===== config.mk =====
export PLATFORM = sky130hd
export DESIGN_NAME = dcms_supervisor
export DESIGN_NICKNAME = d
export VERILOG_FILES = /design/src/design/dcms_pkg.sv /design/src/design/dcms_supervisor.sv
export VERILOG_INCLUDE_DIRS = /design/src /design/src/design
export SDC_FILE = /design/constraint.sdc
export NUM_CORES = 1
export LEC_CHECK = 0
export BUFFER_PORTS_ARGS = -buffer_cell sky130_fd_sc_hd__buf_2
export CORE_MARGIN = 2
export CORE_UTILIZATION = 60
export DETAILED_ROUTE_END_ITERATION = 16
export HOLD_SLACK_MARGIN = 0.02
export PLACE_DENSITY = 0.86
export RECOVER_POWER = 50
export SYNTH_ARGS = -nofsm -noshare
export SYNTH_HDL_FRONTEND = slang
export SYNTH_SLANG_ARGS = --single-unit

===== constraint.sdc =====
create_clock -name clk_i -period 8.1 [get_ports clk_i]
set_clock_uncertainty 0.2 [all_clocks]
set_input_delay 0.81 -clock clk_i [delete_from_list [all_inputs] [get_ports clk_i]]
set_output_delay 0.81 -clock clk_i [all_outputs]
set_load 0.01 [all_outputs]

===== src/design/dcms_defs.svh =====
`ifndef DCMS_DEFS_SVH
`define DCMS_DEFS_SVH

// Register byte offsets
`define DCMS_OFS_CTRL       8'h00
`define DCMS_OFS_STATUS     8'h04
`define DCMS_OFS_SPEED      8'h08
`define DCMS_OFS_PARAM_BASE 8'h0C
`define DCMS_OFS_CFG_BASE   8'h10
`define DCMS_OFS_IRQ_STAT   8'h14
`define DCMS_OFS_IRQ_MASK   8'h18
`define DCMS_OFS_DMA_PERIOD 8'h1C

// Control register fields
`define DCMS_CTRL_PERIPH_RDY 0
`define DCMS_CTRL_MON_START  1
`define DCMS_CTRL_DMA_EN     2

// Interrupt status fields
`define DCMS_IRQ_OVERCUR 0
`define DCMS_IRQ_GLOBAL  1
`define DCMS_IRQ_STATE   2
`define DCMS_IRQ_PWMFAIL 3

// Reset values
`define DCMS_DMA_PERIOD_RST 16'h03E8
`define DCMS_DMEM_BASE_RST  16'h0100

// Speed limits and button step
`define DCMS_SPEED_MAX  16'h0BB8
`define DCMS_SPEED_STEP 16'h0064

// Timing
`define DCMS_CLK_NS        10
`define DCMS_SPEED_UPD_NS  1000000

`endif


===== src/design/dcms_pkg.sv =====
package dcms_pkg;

    // Supervisor states, one-hot
    typedef enum logic [6:0] {
        ST_INIT    = 7'h01,
        ST_STOP    = 7'h02,
        ST_ENABLE  = 7'h04,
        ST_RUN     = 7'h08,
        ST_DISABLE = 7'h10,
        ST_MFAULT  = 7'h20,
        ST_GFAULT  = 7'h40
    } dcms_state_e;

    // Command to the PWM generator
    typedef struct packed {
        logic req;
        logic on;
    } dcms_pwm_cmd_s;

    // Required speed to the loop coprocessor
    typedef struct packed {
        logic wr;
        logic [15:0] speed;
    } dcms_speed_s;

    // Write into coprocessor data memory
    typedef struct packed {
        logic wr;
        logic [15:0] addr;
        logic [15:0] data;
    } dcms_dmem_wr_s;

    typedef logic [3:0][15:0] dcms_queue_t;

    // Whole block state
    typedef struct packed {
        dcms_state_e state;
        logic pwm_wait;
        dcms_pwm_cmd_s pwm_cmd;
        logic gpio_rise_cfg;
        logic [1:0] sw_sync;
        logic [1:0] up_sync;
        logic [1:0] dn_sync;
        logic up_prev;
        logic dn_prev;
        logic [15:0] speed;
        logic [31:0] spd_cnt;
        dcms_speed_s spd_out;
        logic [2:0] ctrl;
        logic [31:0] param_base;
        logic [31:0] cfg_base;
        logic [1:0] bases_set;
        logic mon_en;
        logic [3:0] irq_stat;
        logic [3:0] irq_mask;
        logic [15:0] dma_period;
        logic [15:0] dma_cnt;
        logic dma_busy;
        logic [1:0] dma_ch;
        dcms_dmem_wr_s dmem;
        logic ack;
        logic [31:0] rdata;
    } dcms_regs_s;

endpackage


===== src/design/dcms_supervisor.sv =====
// The placing of the registers and the Wishbone register port were chosen for this implementation.
`timescale 1ns/1ns
`include "dcms_defs.svh"
// Notes on behaviour
// - In the stopped state all PWM outputs are off while decoder outputs stay visible.
// - Switch on while stopped leads through the enable state toward running.
// - Entering enable clears the required speed and asks the PWM generator to start in the same cycle.
// - On PWM start success the input channel is set to rising-edge interrupt and running begins.
// - On PWM start failure the supervisor stays in enable and asks again.
// - While running PWM stays on and speed follows the buttons or the host.
// - While running the latest required speed is written periodically to the coprocessor.
// - Switch off while running leads through the disable state toward stopped.
// - Entering disable clears the required speed and asks the PWM generator to stop in the same cycle.
// - On PWM stop success the supervisor stops; on failure it stays in disable and retries.
// - A serviced over-current event forces the motor fault state from any state.
// - In motor fault the supervisor waits for switch off, clears the fault and stops.
// - A global exception forces global fault, then switch off clears it and re-initializes.
// - Four transfer channels paced by a timer move converter samples into coprocessor memory.
// - Monitor setup is accepted only after both base pointers have been written.
module dcms_supervisor #(
    parameter int SPEED_UPD_CYC = `DCMS_SPEED_UPD_NS / `DCMS_CLK_NS
) (
    input wire logic clk_i,
    input wire logic rst_i,
    input wire logic [7:0] adr_i,
    input wire logic [31:0] dat_i,
    output logic [31:0] dat_o,
    input wire logic we_i,
    input wire logic [3:0] sel_i,
    input wire logic cyc_i,
    input wire logic stb_i,
    output logic ack_o,
    input wire logic switch_on_i,
    input wire logic btn_up_i,
    input wire logic btn_down_i,
    input wire logic overcurrent_i,
    input wire logic global_exc_i,
    output dcms_pkg::dcms_pwm_cmd_s pwm_cmd_o,
    input wire logic pwm_ack_i,
    input wire logic pwm_ok_i,
    output logic pwm_out_en_o,
    output logic gpio_rise_cfg_o,
    output dcms_pkg::dcms_speed_s speed_o,
    input wire dcms_pkg::dcms_queue_t qspi_rx_i,
    output dcms_pkg::dcms_dmem_wr_s dmem_o,
    output logic [31:0] param_base_o,
    output logic [31:0] cfg_base_o,
    output logic monitor_en_o,
    output logic fault_o,
    output logic irq_o
);

    // Counter is 32 bits wide
    // A divider below one cycle cannot be counted
    if (SPEED_UPD_CYC < 1) begin : g_chk
        $error("SPEED_UPD_CYC must be at least 1");
    end

    // Last count of the speed update divider
    localparam logic [31:0] UPD_LAST = 32'(SPEED_UPD_CYC - 1);

    // Whole block state in one register, next value beside it
    dcms_pkg::dcms_regs_s r_reg;
    dcms_pkg::dcms_regs_s r_next;

    // Byte-lane merge for register writes
    function automatic logic [31:0] merge(input logic [31:0] old, input logic [31:0] val,
                                          input logic [3:0] sel);
        logic [31:0] res;
        res = old;
        for (int i = 0; i < 4; i++) begin
            if (sel[i]) begin
                res[8*i +: 8] = val[8*i +: 8];
            end
        end
        return res;
    endfunction

    // Saturating speed step, signed
    function automatic logic [15:0] step(input logic [15:0] v, input logic up);
        logic signed [16:0] s;
        // One extra bit so the limit test cannot wrap
        s = up ? $signed({v[15], v}) + $signed({1'b0, `DCMS_SPEED_STEP}) :
                 $signed({v[15], v}) - $signed({1'b0, `DCMS_SPEED_STEP});
        if (s > $signed({1'b0, `DCMS_SPEED_MAX})) begin
            s = $signed({1'b0, `DCMS_SPEED_MAX});
        end
        if (s < -$signed({1'b0, `DCMS_SPEED_MAX})) begin
            s = -$signed({1'b0, `DCMS_SPEED_MAX});
        end
        return s[15:0];
    endfunction

    // Next-state logic for the whole block
    always_comb begin
        logic sw;
        logic bus_req;
        logic [3:0] clr;
        logic [3:0] ev;
        logic [31:0] wv;
        // Working values, each set before any use
        sw = r_reg.sw_sync[1];
        bus_req = cyc_i & stb_i & ~r_reg.ack;
        clr = 4'h0;
        ev = 4'h0;
        wv = 32'h0;
        // Hold by default; strobes fall back to zero every cycle
        r_next = r_reg;
        r_next.ack = 1'b0;
        r_next.pwm_cmd.req = 1'b0;
        r_next.spd_out.wr = 1'b0;
        r_next.dmem.wr = 1'b0;

        // Pins cross into the clock domain through two flops
        r_next.sw_sync = {r_reg.sw_sync[0], switch_on_i};
        r_next.up_sync = {r_reg.up_sync[0], btn_up_i};
        r_next.dn_sync = {r_reg.dn_sync[0], btn_down_i};
        r_next.up_prev = r_reg.up_sync[1];
        r_next.dn_prev = r_reg.dn_sync[1];

        // Wishbone slave, ack one cycle after the request
        if (bus_req) begin
            r_next.ack = 1'b1;
            // Read data is registered, so dat_o comes straight from a flop
            case (adr_i)
                `DCMS_OFS_CTRL: r_next.rdata = {29'h0, r_reg.ctrl};
                `DCMS_OFS_STATUS: r_next.rdata = {16'h0, r_reg.mon_en, r_reg.pwm_wait,
                                                  r_reg.gpio_rise_cfg, sw, 5'h0, r_reg.state};
                `DCMS_OFS_SPEED: r_next.rdata = {16'h0, r_reg.speed};
                `DCMS_OFS_PARAM_BASE: r_next.rdata = r_reg.param_base;
                `DCMS_OFS_CFG_BASE: r_next.rdata = r_reg.cfg_base;
                `DCMS_OFS_IRQ_STAT: r_next.rdata = {28'h0, r_reg.irq_stat};
                `DCMS_OFS_IRQ_MASK: r_next.rdata = {28'h0, r_reg.irq_mask};
                `DCMS_OFS_DMA_PERIOD: r_next.rdata = {16'h0, r_reg.dma_period};
                default: r_next.rdata = 32'h0;
            endcase

            // Unmapped offsets are acked and the write is dropped
            if (we_i) begin
                case (adr_i)
                    `DCMS_OFS_CTRL: begin
                        wv = merge({29'h0, r_reg.ctrl}, dat_i, sel_i);
                        r_next.ctrl = wv[2:0];
                        // Host link starts only once it can find the bases
                        if (wv[`DCMS_CTRL_MON_START] && (&r_reg.bases_set)) begin
                            r_next.mon_en = 1'b1;
                        end
                    end
                    `DCMS_OFS_SPEED: begin
                        wv = merge({16'h0, r_reg.speed}, dat_i, sel_i);
                        // Host speed counts only while running
                        if (r_reg.state == dcms_pkg::ST_RUN) begin
                            r_next.speed = wv[15:0];
                        end
                    end
                    // Each base counts as set from its first write on
                    `DCMS_OFS_PARAM_BASE: begin
                        r_next.param_base = merge(r_reg.param_base, dat_i, sel_i);
                        r_next.bases_set[0] = 1'b1;
                    end
                    `DCMS_OFS_CFG_BASE: begin
                        r_next.cfg_base = merge(r_reg.cfg_base, dat_i, sel_i);
                        r_next.bases_set[1] = 1'b1;
                    end
                    // Write one to clear; zero lanes leave bits alone
                    `DCMS_OFS_IRQ_STAT: begin
                        wv = merge(32'h0, dat_i, sel_i);
                        clr = wv[3:0];
                    end
                    `DCMS_OFS_IRQ_MASK: begin
                        wv = merge({28'h0, r_reg.irq_mask}, dat_i, sel_i);
                        r_next.irq_mask = wv[3:0];
                    end
                    // A zero period parks the transfer timer
                    `DCMS_OFS_DMA_PERIOD: begin
                        wv = merge({16'h0, r_reg.dma_period}, dat_i, sel_i);
                        r_next.dma_period = wv[15:0];
                    end
                    default: begin
                        wv = 32'h0;
                    end
                endcase
            end
        end

        // Supervisor sequence
        case (r_reg.state)
            // Waits for software to finish peripheral setup
            dcms_pkg::ST_INIT: begin
                r_next.pwm_wait = 1'b0;
                // Software signals that peripheral setup is done
                if (r_reg.ctrl[`DCMS_CTRL_PERIPH_RDY]) begin
                    r_next.state = dcms_pkg::ST_STOP;
                end
            end

            // Motor unpowered; waits for the synced switch
            dcms_pkg::ST_STOP: begin
                if (sw) begin
                    r_next.state = dcms_pkg::ST_ENABLE;
                    r_next.pwm_wait = 1'b0;
                end
            end

            // First cycle asks, later cycles wait for the answer
            dcms_pkg::ST_ENABLE: begin
                if (!r_reg.pwm_wait) begin
                    r_next.speed = 16'h0000;
                    r_next.pwm_cmd.req = 1'b1;
                    r_next.pwm_cmd.on = 1'b1;
                    r_next.pwm_wait = 1'b1;
                end else if (pwm_ack_i) begin
                    r_next.pwm_wait = 1'b0;
                    if (pwm_ok_i) begin
                        // Input channel armed together with the run entry
                        r_next.gpio_rise_cfg = 1'b1;
                        r_next.state = dcms_pkg::ST_RUN;
                    end else begin
                        // Flagged; the cleared wait bit repeats the request
                        ev[`DCMS_IRQ_PWMFAIL] = 1'b1;
                    end
                end
            end

            // Motor powered; speed follows buttons and host
            dcms_pkg::ST_RUN: begin
                // Buttons step the speed on their press edge
                if (r_reg.up_sync[1] && !r_reg.up_prev) begin
                    r_next.speed = step(r_reg.speed, 1'b1);
                end else if (r_reg.dn_sync[1] && !r_reg.dn_prev) begin
                    r_next.speed = step(r_reg.speed, 1'b0);
                end
                if (!sw) begin
                    r_next.state = dcms_pkg::ST_DISABLE;
                    r_next.pwm_wait = 1'b0;
                end
            end

            // Mirror of enable, asking the generator to stop
            dcms_pkg::ST_DISABLE: begin
                if (!r_reg.pwm_wait) begin
                    r_next.speed = 16'h0000;
                    r_next.pwm_cmd.req = 1'b1;
                    r_next.pwm_cmd.on = 1'b0;
                    r_next.pwm_wait = 1'b1;
                end else if (pwm_ack_i) begin
                    r_next.pwm_wait = 1'b0;
                    if (pwm_ok_i) begin
                        r_next.gpio_rise_cfg = 1'b0;
                        r_next.state = dcms_pkg::ST_STOP;
                    end else begin
                        // Stays here and asks again next cycle
                        ev[`DCMS_IRQ_PWMFAIL] = 1'b1;
                    end
                end
            end

            // Fault clears only once the operator turns the switch off
            dcms_pkg::ST_MFAULT: begin
                if (!sw) begin
                    r_next.state = dcms_pkg::ST_STOP;
                end
            end

            // Same exit, but through init so setup runs again
            dcms_pkg::ST_GFAULT: begin
                if (!sw) begin
                    r_next.state = dcms_pkg::ST_INIT;
                end
            end

            // Illegal code recovers through init
            default: begin
                r_next.state = dcms_pkg::ST_INIT;
            end
        endcase

        // Faults override any sequence step; global wins over over-current
        // A request still out is abandoned; its late answer finds no wait and is ignored
        if (global_exc_i) begin
            r_next.state = dcms_pkg::ST_GFAULT;
            r_next.pwm_wait = 1'b0;
            r_next.gpio_rise_cfg = 1'b0;
            r_next.speed = 16'h0000;
            ev[`DCMS_IRQ_GLOBAL] = 1'b1;
        end else if (overcurrent_i) begin
            r_next.state = dcms_pkg::ST_MFAULT;
            r_next.pwm_wait = 1'b0;
            r_next.gpio_rise_cfg = 1'b0;
            r_next.speed = 16'h0000;
            ev[`DCMS_IRQ_OVERCUR] = 1'b1;
        end

        // Every transition raises the state change event
        if (r_next.state != r_reg.state) begin
            ev[`DCMS_IRQ_STATE] = 1'b1;
        end

        // Periodic speed write while running
        // Restarts on each run entry, so the first write comes a full period in
        if (r_reg.state == dcms_pkg::ST_RUN) begin
            if (r_reg.spd_cnt >= UPD_LAST) begin
                r_next.spd_cnt = 32'h0;
                r_next.spd_out.wr = 1'b1;
                r_next.spd_out.speed = r_reg.speed;
            end else begin
                r_next.spd_cnt = r_reg.spd_cnt + 32'h1;
            end
        end else begin
            r_next.spd_cnt = 32'h0;
        end

        // Transfer timer; a burst of four channels per tick
        if (r_reg.dma_busy) begin
            r_next.dmem.wr = 1'b1;
            // Words land at consecutive addresses from the base
            r_next.dmem.addr = `DCMS_DMEM_BASE_RST + {14'h0, r_reg.dma_ch};
            r_next.dmem.data = qspi_rx_i[r_reg.dma_ch];
            r_next.dma_ch = r_reg.dma_ch + 2'h1;
            if (r_reg.dma_ch == 2'h3) begin
                r_next.dma_busy = 1'b0;
            end
        end

        // Pacing timer; disabled or zero period holds it at zero
        if (!r_reg.ctrl[`DCMS_CTRL_DMA_EN] || r_reg.dma_period == 16'h0000) begin
            r_next.dma_cnt = 16'h0000;
        end else if (r_reg.dma_cnt >= r_reg.dma_period - 16'h0001) begin
            // A tick during a burst is dropped, not queued
            r_next.dma_cnt = 16'h0000;
            if (!r_reg.dma_busy) begin
                r_next.dma_busy = 1'b1;
                r_next.dma_ch = 2'h0;
            end
        end else begin
            r_next.dma_cnt = r_reg.dma_cnt + 16'h0001;
        end

        // Set beats clear in the same cycle
        r_next.irq_stat = (r_reg.irq_stat & ~clr) | ev;
    end

    // State register
    always_ff @(posedge clk_i) begin
        if (rst_i) begin
            r_reg <= '0;
            r_reg.state <= dcms_pkg::ST_INIT;
            // Only non-zero reset value besides the state
            r_reg.dma_period <= `DCMS_DMA_PERIOD_RST;
        end else begin
            r_reg <= r_next;
        end
    end

    // Outputs
    assign dat_o = r_reg.rdata;
    assign ack_o = r_reg.ack;

    // PWM generator side
    assign pwm_cmd_o = r_reg.pwm_cmd;
    assign pwm_out_en_o = (r_reg.state == dcms_pkg::ST_RUN);
    assign gpio_rise_cfg_o = r_reg.gpio_rise_cfg;

    // Coprocessor writes from flops; the speed strobe lasts one cycle, the memory strobe four cycles per burst
    assign speed_o = r_reg.spd_out;
    assign dmem_o = r_reg.dmem;

    // Host link bases and enable
    assign param_base_o = r_reg.param_base;
    assign cfg_base_o = r_reg.cfg_base;
    assign monitor_en_o = r_reg.mon_en;

    // Levels decoded from registered state, so they do not glitch
    assign fault_o = (r_reg.state == dcms_pkg::ST_MFAULT) ||
                     (r_reg.state == dcms_pkg::ST_GFAULT);
    assign irq_o = |(r_reg.irq_stat & r_reg.irq_mask);

endmodule


### After elaboration in Yosys (flattened, before gate mapping)

Cells that the tools add are included.

| word-level totals | value |
|---|---|
| input port bits | 120 |
| logic and storage cells | 198 |
| flip-flop bits (word level) | 263 |
| output and inout port bits | 154 |

| operators by class | value |
|---|---|
| multiplexer cells | 71 |
| eq/ne operators | 27 |
| order comparisons | 7 |
| bitwise operators | 8 |
| $add $sub $neg | 7 |
| reductions and logical operators | 39 |

Operator list:

| kind | number |
|---|---|
| $pmux W32 S8 | 1 |
| $mux W16 | 10 |
| $mux W17 | 8 |
| $mux W8 | 8 |
| $reduce_and A4 Y1 | 13 |
| $mux W7 | 7 |
| $pmux W7 S7 | 1 |
| $mux W36 | 1 |
| $gt A17 B13 Y1 const B | 2 |
| $lt A17 B13 Y1 const B | 2 |
| $mux W33 | 1 |
| $add A32 B1 Y32 const B | 1 |
| $bmux W16 S2 | 1 |
| $eq A8 B5 Y1 const B | 4 |
| $ge A32 B17 Y1 const B | 1 |
| $pmux W16 S2 | 1 |
| $mux W3 | 7 |
| $ne A2 B2 Y1 const B | 10 |
| $add A16 B8 Y17 const B | 1 |
| $mux W1 | 17 |
| $sub A16 B8 Y17 const B | 1 |
| $add A16 B1 Y16 const B | 1 |
| $eq A8 B4 Y1 const B | 2 |
| $ge A16 B16 Y1 | 1 |
| other kinds (37) | 57 |

### Longest topological paths before layout

| depth | value |
|---|---|
| depth in word-level cells | 11 |
| gate-level depth with buffers | 16 |
| gate-level depth less buffers | 15 |

### Worst setup path after synthesis

Ideal clock, no wire load.

| timing | value |
|---|---|
| path type | in2reg |
| start point | input port adr_i[7] |
| end point | register r_reg[239] (netlist bit) |
| data required time | 7766 ps |
| arrival time | 2934 ps |
| cell stages on the path | 7 |
| setup slack | 4833 ps |
| cells stage by stage | or4_4 or3_1 buf_6 nor4_4 mux2_2 o221ai_2 a211oi_2 |

| on the way | value |
|---|---|
| word-level cells in the longest chain between the ends | 7 |

RTL lines:

| item | line | text |
|---|---|---|
| start, declared | dcms_supervisor.sv:25 | `input wire logic [7:0] adr_i,` |
| $eq A8 B4 Y1 * | dcms_supervisor.sv:140 | `case (adr_i)` |
| $mux W16 * | dcms_supervisor.sv:140 |  |
| $mux W16 * | dcms_supervisor.sv:139 | `if (we_i) begin` |
| $mux W16 * | dcms_supervisor.sv:122 | `if (bus_req) begin` |
| $mux W16 | dcms_supervisor.sv:230 | `end else if (r_reg.dn_sync[1] && !r_reg.dn_prev) begin` |
| $mux W16 | dcms_supervisor.sv:228 | `if (r_reg.up_sync[1] && !r_reg.up_prev) begin` |
| $pmux W16 S2 * | dcms_supervisor.sv:187 | `case (r_reg.state)` |
| end signal, assigned | dcms_supervisor.sv:351 | `r_reg <= r_next;` |
| end, declared | dcms_supervisor.sv:63 | `dcms_pkg::dcms_regs_s r_reg;` |

Mark *: on every way between the ends. The rest lies on a longest branch, timed or not.
A chain may end at the register's enable or synchronous reset.

### Worst setup path after layout

| timing | value |
|---|---|
| start point | register r_reg[256] (netlist bit) |
| end point | output port pwm_out_en_o |

| on the way | value |
|---|---|
| word-level cells in the longest chain between the ends | 1 |

RTL lines:

| item | line | text |
|---|---|---|
| $eq A7 B4 Y1 | dcms_supervisor.sv:361 | `assign pwm_out_en_o = (r_reg.state == dcms_pkg::ST_RUN);` |
| end, declared | dcms_supervisor.sv:41 | `output logic pwm_out_en_o,` |

Every way passes these cells.

==> key figures <==
Status
  – Failing checks: capacitance limit, slew limit
  – Status: finished with violations

Placement
  – Gpl congestion: 0.9695
  – HPWL after detailed placement: 28330 um
  – Port buffer count: 260

STA
  – Endpoints failing hold: 0
  – RSZ-0062 raised after global routing: no
  – Max Clock Freq: 0.2304 GHz
  – Max_slew headroom: -131.8%
  – Final setup viols: 0
  – Worst slew pin tran: 3.477 ns
  – Period minus WS final: 4.340 ns
  – Setup TNS: 0 ns
  – Crit share post-route: 53.58%
  – Final slew viol count: 83

Finish
  – Fraction of layout cells with a size suffix above 1: about an eighth
  – Nets: about 1900
  – Largest register FFs: 107
  – Diodes inserted: 0
  – P&R area growth vs syn: 7.412%

Route
  – Vias/cell: 6.208
  – DR iter-0 viols: ~1400
  – Drt pass-1 iters: 8
  – Antenna-violating nets left: 0
  – Final WL: 39500 um
  – Post-route DRC: 0
  – Avg WL per Cell: about 20 um
  – DR vias: 12553

Power
  – Lkg Pwr: 0.005405 uW
  – Worst VDD drop: 0.1694 mV
  – PD cells: approximately 170 mW/mm2
  – Total power: approximately 2600 uW

Clock tree
  – Post-CTS Setup Bufs: 0
  – H-tree levels: 1
  – Cts bufs inserted: 27
  – Maximum clock path buffer count: 3
  – Skew-Pair Late Insertion Delay: between 0.5 and 0.6 ns
  – Root Driver: clkbuf_16
  – CTS Hold Bufs: 0
  – CTS tree: built
  – Post-CTS sizing: 0
  – Clock sinks: 250
  – CTS clk-pin slew, worst paths: 0.07 ns

Global route
  – Vias in the first global route: 11772
  – GR Overflow Total: 0
  – Largest net degree at the start of global routing: ~110
  – GRT Total Usage: 31.17%
  – Global-route wire length before repair: 61440 um
  – Initial antenna violation count: 0

Yosys
  – Biggest area consumer among synthesized cells: dfxtp_1
  – Avg Cell Area, Syn: 8.410 um2
  – Cells after Synth: roughly 1600
  – Synth area leaders: dfxtp_1, buf_4, mux2i_1, nor2_1, a21oi_1
  – Async set-reset flop share out of synthesis: 0%
  – Synth Flop Type: dfxtp_1
  – Top cell type's share of synthesized area: 36.15%
  – Register bit total from synthesis: 250
  – Synth warnings: 0
  – Number of flops mapped to enable cells by yosys: 0
  – Synth Cell Area: 0.01384 mm2
  – Seq/Total Area, Yosys: 36.15%
  – Count of cell types in the netlist: 82

Floorplanning
  – Die area: around 0.024 mm2
  – Row count: 55
  – Die Y: 155.9 um
  – Core Footprint: ~0.023 mm2
  – Die W: ~160 um
  – I/O pin total: 274
  – Starting Density: between 60 and 70%

Flow run
  – Max_cap viols: 1

Setup path
  – Crit path kind: flop to output port
  – Startpoint types: flop
  – Arr. time, crit path: 3.33 ns
  – CP endpoint kind: output port
  – Req. time, crit path: 7.09 ns
  – CP Max Fanout: 17

Min path
  – Worst Hold Class: flop to flop
==> power by group <==
group | leakage, uW | total [uW] | switching (uW) | internal, uW
logic | 0.00295 | 113 | 71.2 | 42.0
registers | 0.00202 | 1250 | 7.64 | 1240
clock network | 0.000435 | 1230 | 492 | 740
total | 0.00541 | 2590 | 571 | 2020
==> metrics by stage <==
stage | setup slack, ns | cell area [um2] | util [%] | hold slack (ns) | instances
2_1_floorplan | 4.833 | 13940 | - | 0.2138 | 1673
3_3_place_gp | 4.151 | 14180 | 62.62 | 0.2217 | 1978
3_5_place_dp | 3.981 | 14180 | 62.62 | 0.2324 | 1978
4_1_cts | 4.363 | 15060 | 66.52 | 0.2482 | 2022
5_1_grt | 3.632 | 14870 | 65.68 | 0.2639 | 2022
6_report | 3.760 | 14870 | 65.68 | 0.2426 | 2022
==> metal layers <==
layer | GRT usage (%) | share of wire (%) | vias to the layer above
met5 | 0 | 0 | -
met4 | 12.98 | 4.4 | 0
met3 | 5.500 | 11 | 135
met2 | 51.29 | 46 | 765
met1 | 40.58 | 39 | 5863
li1 | - | - | 5790
==> logic make-up (layout without fill, tap and decap cells) <==
family,count (synthesis),count (layout),share of synthesized area (%)
XOR/XNOR,65,65,4.112
adder cells (fa/ha/maj),25,25,2.260
AND/OR/NAND/NOR,567,567,19.22
buffers and inverters,277,341,11.65
flip-flops,250,250,36.15
other,1,28,0.02709
multiplexers,127,127,10.50
AO/OA/AOI/OAI,334,334,16.08
==> path summary, 6_finish.rpt <==
kind              cells past startpoint  slack, ns        start           end
setup reg to reg                      9       3.91   r_reg[256]    r_reg[232]
setup / recovery                      5       3.76   r_reg[256]  pwm_out_en_o
hold reg to reg                       1       0.24  r_next[249]   r_next[245]
hold / removal                        1       0.24  r_next[249]   r_next[245]
==> worst max-delay path, cell delays in order, from the launching register on <==
cell and delay (ns):
dfxtp_1 0.65, nor4_1 0.23, nand3_1 0.13, clkbuf_1 0.78, clkinv_1 0.67, buf_2 0.32
==> placed cells by master, fill, tap and decap left out, types with 10 or more instances in the layout <==
cell	n
a21oi_1	106
a221oi_1	10
a22oi_1	48
a31oi_1	14
and3_1	21
buf_2	120
clkbuf_1	145
clkbuf_16	27
conb_1	28
dfxtp_1	250
ha_1	25
inv_1	26
mux2i_1	107
mux4_2	14
nand2_1	89
nand2b_1	20
nand3_1	54
nand4_1	13
nor2_1	254
nor2b_1	24
nor3_1	33
nor4_1	11
o21ai_0	51
o22ai_1	10
or3_1	10
xnor2_1	39
xor2_1	26
==> area by class of cell <==
type	instances	area (um2)
fillers	1888	7771
multi-input cells	1146	7326
flip-flops and latches	250	5005
repair buffers	270	1197
clock buffers	38	797.0
well taps	285	356.6
inverters	27	101.3
clock inverters	6	86.33
==> Yosys cell counts, drive strengths merged (7+ instances only) <==
master,count
nand3,54
inv,26
a21oi,106
a221oi,10
nand4,13
mux2i,107
nor4,12
buf,169
clkbuf,81
nand2b,20
a211o,7
o21ai,52
and3,21
a21o,9
nor2,257
or3,10
o22ai,10
a31oi,15
o211ai,10
mux4,14
ha,25
nor3,35
xnor2,39
a22oi,48
nor2b,24
nand2,89
xor2,26
dfxtp,250
Power figures use the tool's default switching activity.
